$ cat src/hdl/port_drive_pkg.sv
package port_drive_pkg;
    // ==========================================================
    // Geometry
    localparam int          DATA_W       = 32;
    localparam int          ADDR_W       = 8;
    localparam int          GROUPS       = 2;
    localparam int          GROUP_BIT    = 7;
    localparam logic [7:0]  GROUP_STRIDE = 8'h80;
    // ==========================================================
    // Register offsets within one group
    localparam logic [6:0]  OFF_LEVEL    = 7'h10;
    localparam logic [6:0]  OFF_CLEAR    = 7'h14;
    localparam logic [6:0]  OFF_RAISE    = 7'h18;
    localparam logic [6:0]  OFF_FLIP     = 7'h1C;
    // ==========================================================
    // Reset values and bus answers
    localparam logic [31:0] LEVEL_RESET  = 32'h0000_0000;
    localparam logic [1:0]  RESP_OKAY    = 2'h0;
    localparam logic [1:0]  RESP_SLVERR  = 2'h2;
    // ==========================================================
    // Kinds of register access
    typedef enum logic [2:0] {
        ACC_NONE,
        ACC_LEVEL,
        ACC_CLEAR,
        ACC_RAISE,
        ACC_FLIP
    } acc_kind_t;
endpackage

$ cat src/hdl/port_output_drive_regs.sv
`timescale 1ns/1ps
// Behaviour
// - Output pins drive the level held in their drive-level bit.
// - Input pins with pull enabled: bit 0 pulls down, bit 1 pulls up.
// - Writing 1 to a clear bit forces that drive-level bit to 0.
// - Clear bits written as 0 leave drive level unchanged.
// - Reads of set, clear or toggle return the current drive level.
// - Each 32-pin group has its own registers, groups 0x80 apart.
// - One set write raises all selected bits at once.
// - Writing 1 to a set bit makes that drive-level bit 1; 0 ignored.
module port_output_drive_regs (
    input  wire logic                                            aclk,
    input  wire logic                                            aresetn,
    input  wire logic [port_drive_pkg::ADDR_W-1:0]               s_axi_awaddr,
    input  wire logic                                            s_axi_awvalid,
    output logic                                                 s_axi_awready,
    input  wire logic [31:0]                                     s_axi_wdata,
    input  wire logic [3:0]                                      s_axi_wstrb,
    input  wire logic                                            s_axi_wvalid,
    output logic                                                 s_axi_wready,
    output logic [1:0]                                           s_axi_bresp,
    output logic                                                 s_axi_bvalid,
    input  wire logic                                            s_axi_bready,
    input  wire logic [port_drive_pkg::ADDR_W-1:0]               s_axi_araddr,
    input  wire logic                                            s_axi_arvalid,
    output logic                                                 s_axi_arready,
    output logic [31:0]                                          s_axi_rdata,
    output logic [1:0]                                           s_axi_rresp,
    output logic                                                 s_axi_rvalid,
    input  wire logic                                            s_axi_rready,
    input  wire logic                                            write_guard,
    input  wire logic [port_drive_pkg::GROUPS*32-1:0]            pin_dir,
    input  wire logic [port_drive_pkg::GROUPS*32-1:0]            pull_enable_bit,
    output logic [port_drive_pkg::GROUPS*32-1:0]                 pin_level,
    output logic [port_drive_pkg::GROUPS*32-1:0]                 pin_oe,
    output logic [port_drive_pkg::GROUPS*32-1:0]                 pull_up_en,
    output logic [port_drive_pkg::GROUPS*32-1:0]                 pull_down_en
);
    // ==========================================================
    // Decode helpers
    function automatic port_drive_pkg::acc_kind_t decode(input logic [6:0] off);
        case (off)
            port_drive_pkg::OFF_LEVEL: decode = port_drive_pkg::ACC_LEVEL;
            port_drive_pkg::OFF_CLEAR: decode = port_drive_pkg::ACC_CLEAR;
            port_drive_pkg::OFF_RAISE: decode = port_drive_pkg::ACC_RAISE;
            port_drive_pkg::OFF_FLIP:  decode = port_drive_pkg::ACC_FLIP;
            default:                   decode = port_drive_pkg::ACC_NONE;
        endcase
    endfunction

    function automatic logic [31:0] lane_mask(input logic [3:0] strb);
        lane_mask = {{8{strb[3]}}, {8{strb[2]}}, {8{strb[1]}}, {8{strb[0]}}};
    endfunction

    // ==========================================================
    // Write channel state
    logic [port_drive_pkg::ADDR_W-1:0] aw_addr_reg;
    logic                              aw_hold_reg;
    logic [31:0]                       w_data_reg;
    logic [3:0]                        w_strb_reg;
    logic                              w_hold_reg;
    logic                              wr_fire;
    logic                              wr_grp;
    port_drive_pkg::acc_kind_t         wr_kind;
    logic [31:0]                       wr_mask;
    logic [31:0]                       level_reg [port_drive_pkg::GROUPS];

    // Commit once address and data are both held and no answer pending
    assign wr_fire = aw_hold_reg && w_hold_reg && !s_axi_bvalid;
    assign wr_grp  = aw_addr_reg[port_drive_pkg::GROUP_BIT];
    assign wr_kind = decode(aw_addr_reg[6:0]);
    assign wr_mask = lane_mask(w_strb_reg);

    // Address capture
    always_ff @(posedge aclk) begin
        if (!aresetn) begin
            aw_hold_reg   <= 1'b0;
            aw_addr_reg   <= '0;
            s_axi_awready <= 1'b0;
        end else if (s_axi_awvalid && s_axi_awready) begin
            aw_hold_reg   <= 1'b1;
            aw_addr_reg   <= s_axi_awaddr;
            s_axi_awready <= 1'b0;
        end else begin
            if (wr_fire) begin
                aw_hold_reg <= 1'b0;
            end
            s_axi_awready <= !aw_hold_reg && !s_axi_bvalid;
        end
    end

    // Data capture
    always_ff @(posedge aclk) begin
        if (!aresetn) begin
            w_hold_reg   <= 1'b0;
            w_data_reg   <= '0;
            w_strb_reg   <= '0;
            s_axi_wready <= 1'b0;
        end else if (s_axi_wvalid && s_axi_wready) begin
            w_hold_reg   <= 1'b1;
            w_data_reg   <= s_axi_wdata;
            w_strb_reg   <= s_axi_wstrb;
            s_axi_wready <= 1'b0;
        end else begin
            if (wr_fire) begin
                w_hold_reg <= 1'b0;
            end
            s_axi_wready <= !w_hold_reg && !s_axi_bvalid;
        end
    end

    // guarded write
    // Write answer: error for unmapped offsets and guarded writes
    always_ff @(posedge aclk) begin
        if (!aresetn) begin
            s_axi_bvalid <= 1'b0;
            s_axi_bresp  <= port_drive_pkg::RESP_OKAY;
        end else if (wr_fire) begin
            s_axi_bvalid <= 1'b1;
            s_axi_bresp  <= (wr_kind == port_drive_pkg::ACC_NONE || write_guard) ?
                            port_drive_pkg::RESP_SLVERR : port_drive_pkg::RESP_OKAY;
        end else if (s_axi_bready) begin
            s_axi_bvalid <= 1'b0;
        end
    end

    // ==========================================================
    // Drive-level storage, one copy per group
    // per-group copy
    for (genvar g = 0; g < port_drive_pkg::GROUPS; g++) begin : g_group
        logic hit;
        assign hit = wr_fire && !write_guard && (wr_grp == 1'(g));
        always_ff @(posedge aclk) begin
            if (!aresetn) begin
                level_reg[g] <= port_drive_pkg::LEVEL_RESET;
            end else if (hit) begin
                case (wr_kind)
                    port_drive_pkg::ACC_LEVEL:
                        level_reg[g] <= (level_reg[g] & ~wr_mask) | (w_data_reg & wr_mask);
                    port_drive_pkg::ACC_CLEAR:
                        level_reg[g] <= level_reg[g] & ~(w_data_reg & wr_mask);
                    port_drive_pkg::ACC_RAISE:
                        level_reg[g] <= level_reg[g] | (w_data_reg & wr_mask);
                    port_drive_pkg::ACC_FLIP:
                        level_reg[g] <= level_reg[g] ^ (w_data_reg & wr_mask);
                    default:
                        level_reg[g] <= level_reg[g];
                endcase
            end
        end

        // Pin drivers follow the stored level
        assign pin_level[g*32 +: 32] = level_reg[g];

        always_ff @(posedge aclk) begin
            if (!aresetn) begin
                pin_oe[g*32 +: 32]       <= '0;
                pull_up_en[g*32 +: 32]   <= '0;
                pull_down_en[g*32 +: 32] <= '0;
            end else begin
                pin_oe[g*32 +: 32]       <= pin_dir[g*32 +: 32];
                pull_up_en[g*32 +: 32]   <= ~pin_dir[g*32 +: 32] &
                                            pull_enable_bit[g*32 +: 32] & level_reg[g];
                pull_down_en[g*32 +: 32] <= ~pin_dir[g*32 +: 32] &
                                            pull_enable_bit[g*32 +: 32] & ~level_reg[g];
            end
        end
    end

    // ==========================================================
    // Read channel
    port_drive_pkg::acc_kind_t rd_kind;
    logic                      rd_grp;
    assign rd_kind = decode(s_axi_araddr[6:0]);
    assign rd_grp  = s_axi_araddr[port_drive_pkg::GROUP_BIT];

    always_ff @(posedge aclk) begin
        if (!aresetn) begin
            s_axi_arready <= 1'b0;
            s_axi_rvalid  <= 1'b0;
            s_axi_rdata   <= '0;
            s_axi_rresp   <= port_drive_pkg::RESP_OKAY;
        end else if (s_axi_arvalid && s_axi_arready) begin
            s_axi_arready <= 1'b0;
            s_axi_rvalid  <= 1'b1;
            if (rd_kind == port_drive_pkg::ACC_NONE) begin
                s_axi_rdata <= '0;
                s_axi_rresp <= port_drive_pkg::RESP_SLVERR;
            end else begin
                s_axi_rdata <= level_reg[rd_grp];
                s_axi_rresp <= port_drive_pkg::RESP_OKAY;
            end
        end else begin
            if (s_axi_rready) begin
                s_axi_rvalid <= 1'b0;
            end
            s_axi_arready <= !s_axi_rvalid;
        end
    end

    logic live0;
    assign live0 = wr_fire && !write_guard && !wr_grp;
endmodule

$ cat config.mk
export PLATFORM = sky130hd
export DESIGN_NAME = port_output_drive_regs
export DESIGN_NICKNAME = d
export VERILOG_FILES = /design/src/hdl/port_drive_pkg.sv /design/src/hdl/port_output_drive_regs.sv
export SDC_FILE = /design/constraint.sdc
export NUM_CORES = 1
export LEC_CHECK = 0
export BUFFER_PORTS_ARGS = -buffer_cell sky130_fd_sc_hd__buf_2
export CORE_AREA = 2 2 191 193
export CTS_BUF_LIST = sky130_fd_sc_hd__clkbuf_16
export CTS_CLUSTER_SIZE = 14
export DETAILED_ROUTE_END_ITERATION = 10
export DIE_AREA = 0 0 193 195
export PLACE_DENSITY = 0.73
export SKIP_CTS_REPAIR_TIMING = 1
export SLEW_MARGIN = 20
export SYNTH_ARGS = -nofsm -noshare
export SYNTH_HDL_FRONTEND = slang
export SYNTH_SLANG_ARGS = --single-unit
$ cat constraint.sdc
create_clock -name aclk -period 3.6 [get_ports aclk]
set_input_delay 0.18 -clock aclk [delete_from_list [all_inputs] [get_ports aclk]]
set_output_delay 0.18 -clock aclk [all_outputs]
set_load 0.05 [all_outputs]
Word-level counts from Yosys, hierarchy flattened --
Memories as Yosys holds them, arrays and structs flattened. Cells that the tools add are included.
Storage, ports and cells: bits in writable memories 64, memories kept 1, bits in registers 279, input bits 188, logic and storage cells 151, output and inout bits 297
Operators by class: multiplexer cells 58, reduce and logical (&&, ||, !) cells 26, bitwise logic cells 35, equal/unequal tests 12
Memories:
- level_reg | depth 2, width 32, rd ports 3, clocked after memory_dff 0, wr ports 2, RTL line port_output_drive_regs.sv:66 | logic [31:0] level_reg [port_drive_pkg::GROUPS];
Operator list (number):
- $and 32x32->32 | 11
- $mux 32 | 11
- $not 32->32 | 6
- $or 32x32->32 | 4
- $xor 32x32->32 | 2
- $eq 7x5->1 const B | 8
- $mux 1 | 43
- $pmux 3 s4 | 2
- $logic_and 1x1->1 | 10
- $or 1x1->1 | 10
- $reduce_bool 2->1 | 4
- $eq 3x2->1 const B | 2
- $logic_not 3->1 | 2
- $reduce_or 2->1 | 3
- $logic_not 1->1 | 5
- $mux 2 | 2
- $reduce_or 4->1 | 1
- $eq 3x1->1 const B | 1
- $eq 3x3->1 const B | 1
- $not 1->1 | 2
- $logic_or 1x1->1 | 1

Depth between registers and ports, before layout --
Gate-level depths: netlist of run 1.
depth after elaboration 12, mapped depth 8, mapped depth without buffers 6

Worst setup path before layout of run 1 --
OpenSTA, ideal clock, no wires.
path type register -> register, from register s_axi_bvalid, to memory level_reg[0][0] (enable), cell stages (with the launch flop) 4, path slack -0.269 ns, path buffers 1, arrival time 3.400 ns, data required time 3.130 ns, cells stage by stage dfxtp_1 > nand3b_1 > buf_2 > o31ai_1
RTL lines:
- start, declared | RTL line port_output_drive_regs.sv:22 | output logic s_axi_bvalid,
- start signal, assigned | RTL line port_output_drive_regs.sv:116 | s_axi_bvalid <= 1'b0;
- start signal, assigned | RTL line port_output_drive_regs.sv:119 | s_axi_bvalid <= 1'b1;
- start signal, assigned | RTL line port_output_drive_regs.sv:123 | s_axi_bvalid <= 1'b0;
- end, declared | RTL line port_output_drive_regs.sv:66

==> results of run 1 <==
metrics by stage:
step | setup WS (ns) | utilization [%] | power, uW | std cells
after global routing | 0.874 | 62.3 | 9950 | 2780
after global placement | 1.07 | 51.7 | 5340 | 2471
after floorplan | 0.734 | - | 4970 | 1614
final | 0.941 | 62.3 | 9680 | 2781
after detailed placement | 0.956 | 51.7 | 5370 | 2471
after CTS | 0.955 | 55.6 | 9500 | 2541
cells by family (layout without fill, tap and decap cells):
kind of cell	after synthesis	after routing	share of synthesized area (%)
and+or+nand+nor	568	568	18.2
other	1	3	0.0241
buffers and inverters	176	881	4.74
muxes	64	64	4.12
AOI/OAI and AO/OA	335	335	14.6
adders and majority gates	128	128	10.3
DFF	341	341	48.1
synth_stat cells (2+ instances only):
library cell	instances	area, sq um
nor3_1	127	636
o221ai_1	11	96.3
buf_4	2	15.0
nand3b_1	2	15.0
o21ai_0	85	425
a32o_1	32	320
a22o_1	5	43.8
nand4b_1	3	26.3
buf_1	5	18.8
clkbuf_1	83	312
o21ai_1	5	25.0
nor2b_1	4	25.0
nand2b_1	36	225
buf_2	13	65.1
or2_2	6	37.5
nor4_1	20	125
nor3_2	2	20.0
edfxtp_1	64	1920
inv_1	65	244
and4_1	6	52.6
nand4_1	7	43.8
nor4bb_1	2	20.0
a21oi_1	28	140
o22ai_1	4	25.0
nor2_1	27	101
and2_1	70	438
nand2_1	240	901
ha_1	128	1600
mux2i_1	64	641
and4b_1	2	20.0
o32a_1	5	50.1
a221oi_1	2	17.5
buf_6	7	78.8
o211ai_1	19	143
a21o_1	32	240
a31oi_1	57	357
and3_1	3	18.8
a21boi_0	47	353
dfxtp_1	277	5550
routing by layer:
layer	part of all wire [%]	GRT usage, %	up-vias
met1	38	32.3	7571
li1	-	-	7052
met2	50	44.1	787
met5	0	0	-
met4	3.8	10.4	0
met3	7.6	4.48	173
path summary, 6_finish.rpt:
| check | to | from | cells past startpoint |
|---|---|---|---|
| setup / recovery | level_reg[0][19] | s_axi_bvalid | 5 |
| hold / removal | s_axi_rdata[31] | s_axi_araddr[4] | 4 |
| setup reg to reg | level_reg[0][19] | s_axi_bvalid | 5 |
| hold reg to reg | s_axi_awready | aw_hold_reg | 1 |
worst max-delay path, cell delays in order (launching register included):
cell and delay (ns):
dfxtp_1 0.34, nand3b_1 0.30, buf_4 0.27, or4b_4 0.50, nor2_4 0.79, a32o_1 0.30
report_power, final:
part	switching [uW]	internal (uW)
logic	893	488
registers	116	4020
clock network	1650	2520
final cells by class:
| type | count | share of cell area (%) |
|---|---|---|
| inverter | 66 | 1.12 |
| sequential | 341 | 33.9 |
| antenna | 1 | 0.0113 |
| clock inverter | 20 | 0.539 |
| tap | 461 | 2.61 |
| timing repair buffer | 745 | 22.6 |
| multi-input combinational | 1097 | 33.5 |
| clock buffer | 50 | 5.67 |
==> impl_metrics.csv, run 1 <==
group,metric,value,unit
grt,grt_usage,25.9,%
cells_and_area,seq_area,7470,sq um
detailed_routing,route.detailed.drc,0,
die,start_util,43.9,%
timing,period_minus_slack,2.66,ns
detailed_routing,first_iter_violations,1253,
setup_path,start_kind,"flip-flop",
setup_path,crit_arrival,3.07,ns
clocking,cts.sinks,341,
grt,gr-total-overflow,0,
die,fp-row-count,69,
status,status,"completed",
timing,worst_hold_slack,0.0926,ns
grt,antenna_found_initial,1,
timing,rsz0062_at_grt,"no",
timing,tns,0,ns
die,dieArea,37600,sq um
logic_synthesis,ys_ff_latch,341,
grt,grt_pass1_vias,13866,
run,maxCapViolCount,0,
logic_synthesis,synthesis.area,15500,sq um
timing,setup_viol,0,
die,die_h,195,um
clocking,clk_pin_slew,0.06,ns
logic_synthesis,synth_cells,1613,
logic_synthesis,yosysSeqAreaShare,48.1,%
die,io_pins,485,
timing,worst-slew-pin-transition,1.09,ns
die,fp.dieW,193,um
detailed_routing,firstDrtPassIters,6,
timing,min_period_over_period,73.9,%
clocking,cts_tree,"built",
cells_and_area,fillCellCount,2767,
detailed_routing,detail-route-antenna-nets,0,
cells_and_area,drive_gt1_share,25.5,%
timing,slew_viol_final,0,
detailed_routing,vias_per_cell,5.60,
setup_path,r2r_setup_slack,0.94,ns
logic_synthesis,synth_ff_type,"dfxtp_1",
cells_and_area,layout_commonest_cell,"buf_2",
timing,fin_worst_skew,0.0215,ns
placement,postPlaceCellArea,18300,sq um
cells_and_area,layout_common_cells,"buf_2, dfxtp_1, dlygate4sd3_1",
placement,hpwlAfterDp,34.4,mm
cells_and_area,layout.nets,2606,
min_path,hp-class,"in2reg",
logic_synthesis,postSynth.asyncResetShare,0,%
die,fp.coreArea,35400,sq um
logic_synthesis,yosys_warnings,0,
detailed_routing,num_vias,15583,
clocking,cts_buffer_depth,3,
clocking,clkLatencyLatePin,0.56,ns
grt,grt_max_degree,95,
placement,portBuffers,480,
clocking,htree_levels,2,
power,pwr_density_cell,439,nW/um^2
power,peakVddDrop,453,uV
setup_path,endpoint_kind,"flip-flop",
cells_and_area,area_growth,42.0,%
placement,place_congestion,0.825,
cells_and_area,final_area,22100,sq um
detailed_routing,routed_wl,57.3,mm
power,p_leak,0.0101,uW
grt,grt_pass1_wl,76.3,mm
detailed_routing,routedWlPerCell,20.6,um
timing,hold_viol,0,
setup_path,worstPathRequired,4.01,ns
cells_and_area,multi_input_area,7400,sq um
timing,max_slew_margin,27.3,%
clocking,numCtsBuffers,39,
setup_path,path_max_fanout,32,
logic_synthesis,synth.distinct_cells,55,
logic_synthesis,synth_edf_count,64,
timing,fmax,376,MHz
clocking,cts_root_buf,"clkbuf_16",
setup_path,path_class,"reg2reg",
logic_synthesis,avgSynthCellArea,9.63,sq um
No activity file was read; power rests on OpenSTA's default activity.
==> run 2: changes to the inputs <==
--- a/config.mk
+++ b/config.mk
@@ -11,7 +11,7 @@
 export CTS_CLUSTER_SIZE = 14
 export DETAILED_ROUTE_END_ITERATION = 10
 export DIE_AREA = 0 0 193 195
-export PLACE_DENSITY = 0.73
+export PLACE_DENSITY = 0.7
 export SKIP_CTS_REPAIR_TIMING = 1
 export SLEW_MARGIN = 20
 export SYNTH_ARGS = -nofsm -noshare
==> constraint.sdc (replaced) <==
create_clock -name aclk -period 2.47 [get_ports aclk]
set_input_delay 0.1235 -clock aclk [delete_from_list [all_inputs] [get_ports aclk]]
set_output_delay 0.1235 -clock aclk [all_outputs]
set_load 0.05 [all_outputs]
==> run 2 against run 1 <==
Effect of this change: combinational power increased by 47%; critical path depth decreased by 1; final cell count increased by 0.79%; first-iteration DRC count decreased by 35%; via count decreased by 2.7%; highest routed layer unchanged.
==> impl_metrics.csv, run 2 (same netlist as run 1, synthesis figures left out) <==
group,metric,value,unit
setup_path,path_class,"reg2reg",
die,fp.dieW,193,um
cells_and_area,area_growth,42.4,%
grt,grt_usage,25.7,%
setup_path,start_kind,"flip-flop",
placement,place_congestion,0.831,
timing,min_period_over_period,88.1,%
clocking,clk_pin_slew,0.06,ns
clocking,htree_levels,2,
clocking,numCtsBuffers,37,
cells_and_area,layout_common_cells,"buf_2, dfxtp_1, nand2_1, dlygate4sd3_1, ha_1",
grt,grt_pass1_vias,13609,
clocking,cts_root_buf,"clkbuf_16",
grt,grt_max_degree,81,
detailed_routing,routedWlPerCell,19.5,um
grt,gr-total-overflow,0,
grt,antenna_found_initial,0,
detailed_routing,vias_per_cell,5.41,
cells_and_area,drive_gt1_share,26.4,%
power,power.total,13600,uW
timing,slew_viol_final,0,
detailed_routing,detail-route-antenna-nets,0,
setup_path,crit_arrival,2.53,ns
clocking,cts_buffer_depth,3,
die,start_util,43.9,%
setup_path,endpoint_kind,"flip-flop",
timing,max_slew_margin,39.2,%
clocking,cts.sinks,341,
detailed_routing,num_vias,15167,
detailed_routing,firstDrtPassIters,5,
timing,hold_viol,0,
cells_and_area,fillCellCount,2800,
clocking,cts_tree,"built",
detailed_routing,route.detailed.drc,0,
cells_and_area,layout_commonest_cell,"buf_2",
min_path,hp-class,"in2reg",
status,status,"completed",
cells_and_area,antennaDiodeCount,0,
die,dieArea,37600,sq um
detailed_routing,first_iter_violations,819,
grt,grt_pass1_wl,75.8,mm
cells_and_area,layout.nets,2629,
die,io_pins,485,
placement,hpwlAfterDp,36.3,mm
cells_and_area,final_util,62.5,%
power,p_leak,0.0101,uW
detailed_routing,routed_wl,54.7,mm
timing,tns,0,ns
timing,worst-slew-pin-transition,0.909,ns
die,fp-row-count,69,
run,maxCapViolCount,0,
placement,portBuffers,480,
power,pwr_density_cell,615,nW/um^2
timing,setup_viol,0,
clocking,clkLatencyLatePin,0.54,ns
timing,rsz0062_at_grt,"no",
power,peakVddDrop,512,uV
timing,fin_worst_skew,0.00821,ns
timing,period_minus_slack,2.18,ns
setup_path,path_max_fanout,7,
die,fp.coreArea,35400,sq um
setup_path,worstPathRequired,2.83,ns
timing,fmax,459,MHz
die,die_h,195,um
[run 2: cell types whose count changed in the layout (fill, tap and decap cells not counted), moves of 2 or more]
cell,previous run,this run
buf_12,0,2
buf_4,26,51
clkbuf_16,50,45
clkinv_1,3,7
clkinv_2,1,7
dlygate4sd3_1,239,237
inv_1,77,71
[run 2: report_power, final]
part / switching [uW] / internal, uW
Combinational: 1300 / 734
Sequential: 147 / 5850
Clock: 2340 / 3240
Total: 3790 / 9830
[run 2: final timing paths]
path | from | end | slack (ns) | depth (start not counted)
max reg2reg | s_axi_bvalid | level_reg[1][0] | 0.29 | 4
min reg2reg | s_axi_rdata[13] | s_axi_rdata[13] | 0.45 | 2
min | s_axi_arvalid | s_axi_rvalid | 0.03 | 3
max | s_axi_bvalid | level_reg[1][0] | 0.29 | 4
[run 2: area by class of cell]
| cell class | instances | area [sq um] | area share, % |
|---|---|---|---|
| flip-flops and latches | 341 | 7470 | 33.8 |
| multi-input cells | 1097 | 7400 | 33.4 |
| repair buffers | 770 | 5200 | 23.5 |
| clock buffers | 45 | 1130 | 5.09 |
| well taps | 461 | 577 | 2.61 |
| inverters | 66 | 248 | 1.12 |
| clock inverters | 23 | 106 | 0.481 |
[run 2: per-layer routing]
layer,wire length (um),vias up,GRT usage (%)
met5,0,-,0
met4,1730,0,8.19
met3,3810,129,4.91
met2,26600,690,43.4
met1,22500,7255,33.1
li1,-,7093,-
[run 2: worst max-delay path: stages, from the launching register on]
cell	delay, ns
dfxtp_1	0.34
nand3b_1	0.33
nor2_2	0.44
nand4_1	0.50
o221ai_1	0.39
[run 2: stage by stage]
step	cell area (sq um)	std cells	hold slack [ns]	setup slack [ns]
finish	22100	2803	0.0266	0.294
global route	22100	2803	0.0747	0.245
CTS	19800	2566	-0.253	0.294
detailed placement	18500	2498	0.314	0.301
global placement	18500	2498	0.307	0.367
floorplan	15600	1614	0.200	0.0732
==> run 3: changes to the inputs <==
--- a/config.mk
+++ b/config.mk
@@ -12,6 +12,7 @@
 export DETAILED_ROUTE_END_ITERATION = 10
 export DIE_AREA = 0 0 193 195
 export PLACE_DENSITY = 0.7
+export SETUP_SLACK_MARGIN = 0.4
 export SKIP_CTS_REPAIR_TIMING = 1
 export SLEW_MARGIN = 20
 export SYNTH_ARGS = -nofsm -noshare
==> constraint.sdc (replaced) <==
create_clock -name aclk -period 2.3 [get_ports aclk]
set_input_delay 0.115 -clock aclk [delete_from_list [all_inputs] [get_ports aclk]]
set_output_delay 0.115 -clock aclk [all_outputs]
set_load 0.05 [all_outputs]
==> run 3 against run 2 <==
Effect of this change: the run now ends with negative hold slack left; register-to-register slack improved by 0.14 ns; critical path depth rose by 2; clock-buffer cell count fell by 2; clock skew rose by 0.00078 ns; worst hold slack got worse by 0.035 ns; maximum frequency rose by 16%; sequential power rose by 7.3%; total power rose by 7.3%; combinational power rose by 9%; largest power group unchanged.
==> impl_metrics.csv, run 3 (same netlist as run 1, synthesis figures left out) <==
group,metric,value,unit
setup_path,crit_arrival,2.28,ns
detailed_routing,wl_met2,27.8,mm
timing,fmax,535,MHz
clocking,clkLatencyLatePin,0.55,ns
detailed_routing,routedWlPerCell,20.0,um
die,fp-row-count,69,
setup_path,rr_endpoint,"level_reg[0][11]",
grt,grt_pass1_wl,76.6,mm
detailed_routing,vias_per_cell,5.41,
clocking,numCtsBuffers,37,
die,fp.coreArea,35400,sq um
power,pwr_density_cell,654,nW/um^2
clocking,cts_tree,"built",
cells_and_area,layout.nets,2638,
placement,dp_slack,0.200,ns
clocking,clk_pin_slew,0.06,ns
setup_path,critPathMaxStageDelay,0.49,ns
detailed_routing,route.detailed.drc,0,
clocking,htree_levels,2,
setup_path,r2r_setup_slack,0.43,ns
clocking,cts_root_buf,"clkbuf_16",
timing,fin_ws,0.430,ns
setup_path,worstReg2RegStart,"s_axi_bvalid",
timing,tns,0,ns
timing,hold_viol,1,
power,intPower,10500,uW
setup_path,cp_slowest_cell,"or4b_4",
detailed_routing,first_iter_violations,949,
placement,place_congestion,0.819,
timing,worst-slew-pin-transition,0.552,ns
timing,slew_viol_final,0,
cells_and_area,layout_commonest_cell,"buf_2",
status,violations,"negative hold slack",
setup_path,cp_cell_sequence,"nand3b_1 > buf_4 > or4b_4 > nor2_4 > buf_6 > a32o_1",
power,p_leak,0.0102,uW
run,maxCapViolCount,0,
detailed_routing,top_layer,"met4",
timing,min_period_over_period,81.3,%
grt,antenna_found_initial,0,
die,start_util,43.9,%
cells_and_area,drive_gt1_share,27.3,%
status,status,"complete, but fails checks",
detailed_routing,met1_length,22.4,mm
setup_path,endpoint_kind,"flip-flop",
setup_path,start_kind,"flip-flop",
setup_path,path_class,"reg2reg",
timing,period_minus_slack,1.87,ns
timing,rsz0062_at_grt,"yes",
power,p_sw_share,27.9,%
detailed_routing,firstDrtPassIters,5,
power,p_clk_share,40.8,%
grt,grt_max_degree,140,
min_path,hp-class,"in2reg",
power,peakVddDrop,635,uV
die,io_pins,485,
grt,grt_usage,26.1,%
timing,setup_viol,0,
clocking,cts_buffer_depth,3,
timing,fin_worst_skew,0.00899,ns
die,fp.dieW,193,um
setup_path,reg2regPathDepth,6,
placement,hpwlAfterDp,36.1,mm
die,die_h,195,um
cells_and_area,area_growth,43.9,%
detailed_routing,detail-route-antenna-nets,0,
detailed_routing,dr_wl_met3,4.24,mm
power,combPwrFrac,15.1,%
die,dieArea,37600,sq um
grt,gr-total-overflow,0,
placement,portBuffers,480,
timing,worst_hold_slack,-0.00843,ns
cells_and_area,layout_common_cells,"buf_2, dfxtp_1, dlygate4sd3_1",
power,seq_power_share,44.1,%
clocking,cts.sinks,341,
setup_path,path_max_fanout,17,
detailed_routing,num_vias,15209,
setup_path,critPathLaunch,"s_axi_bvalid",
detailed_routing,routed_wl,56.2,mm
setup_path,worstPathRequired,2.71,ns
grt,grt_pass1_vias,13747,
timing,max_slew_margin,63.2,%
setup_path,endpoint,"level_reg[0][11]",
power,switching_power,4080,uW
## run 3: cell count changes in the layout (fill, tap and decap cells not counted), sizes merged, moves of 2 or more
cell,before,now
dlygate4sd3,237,235
inv,74,77
clkinv,14,12
buf,533,543
## run 3: area by class of cell
class                           count  area [sq um]
Antenna cell                        1          2.50
Clock buffer                       43          1080
Clock inverter                     24           133
Fill cell                        2821         13000
Inverter                           66           248
Multi-Input combinational cell   1097          7440
Sequential cell                   341          7480
Tap cell                          461           577
Timing Repair Buffer              779          5400
## run 3: per-layer routing
| layer | up-vias | global-route usage [%] |
|---|---|---|
| met5 | - | 0 |
| met4 | 0 | 9.74 |
| met3 | 126 | 4.69 |
| met2 | 694 | 44.3 |
| met1 | 7273 | 32.9 |
| li1 | 7116 | - |
## run 3: critical path: cells and delay by family (launching register included)
family,cells,cell delay [ns]
buffers and inverters,2,0.40
DFF,1,0.35
AOI/OAI and AO/OA,1,0.19
and+or+nand+nor,3,0.78
## run 3: power groups by stage
stage / Clock [uW] / Combinational (uW) / Sequential (uW)
floorplan: 0 / 690 / 7100
global route: 6320 / 2360 / 6460
global placement: 0 / 1840 / 6560
finish: 5970 / 2210 / 6440
CTS: 6060 / 1890 / 6430
detailed placement: 0 / 1890 / 6560
## run 3: stage by stage
stage	power [uW]	utilization [%]	cell area, sq um	hold slack [ns]	std cells
floorplan	7790	-	15600	0.192	1614
global placement	8400	52.5	18600	0.301	2497
detailed placement	8450	52.5	18600	0.305	2497
CTS	14400	56.0	19800	-0.285	2564
global route	15100	63.2	22400	0.0347	2811
finish	14600	63.2	22400	-0.00843	2812
## run 3: worst min-delay path by stage
stage                        startpoint  depth (start not counted)          endpoint
final                     s_axi_arvalid                          3      s_axi_rvalid
after global routing      s_axi_arvalid                          3      s_axi_rvalid
after CTS                   pin_dir[19]                          2    pull_up_en[19]
after detailed placement    pin_dir[52]                          2  pull_down_en[52]
after global placement      pin_dir[28]                          2    pull_up_en[28]
after floorplan              pin_dir[0]                          1   pull_down_en[0]
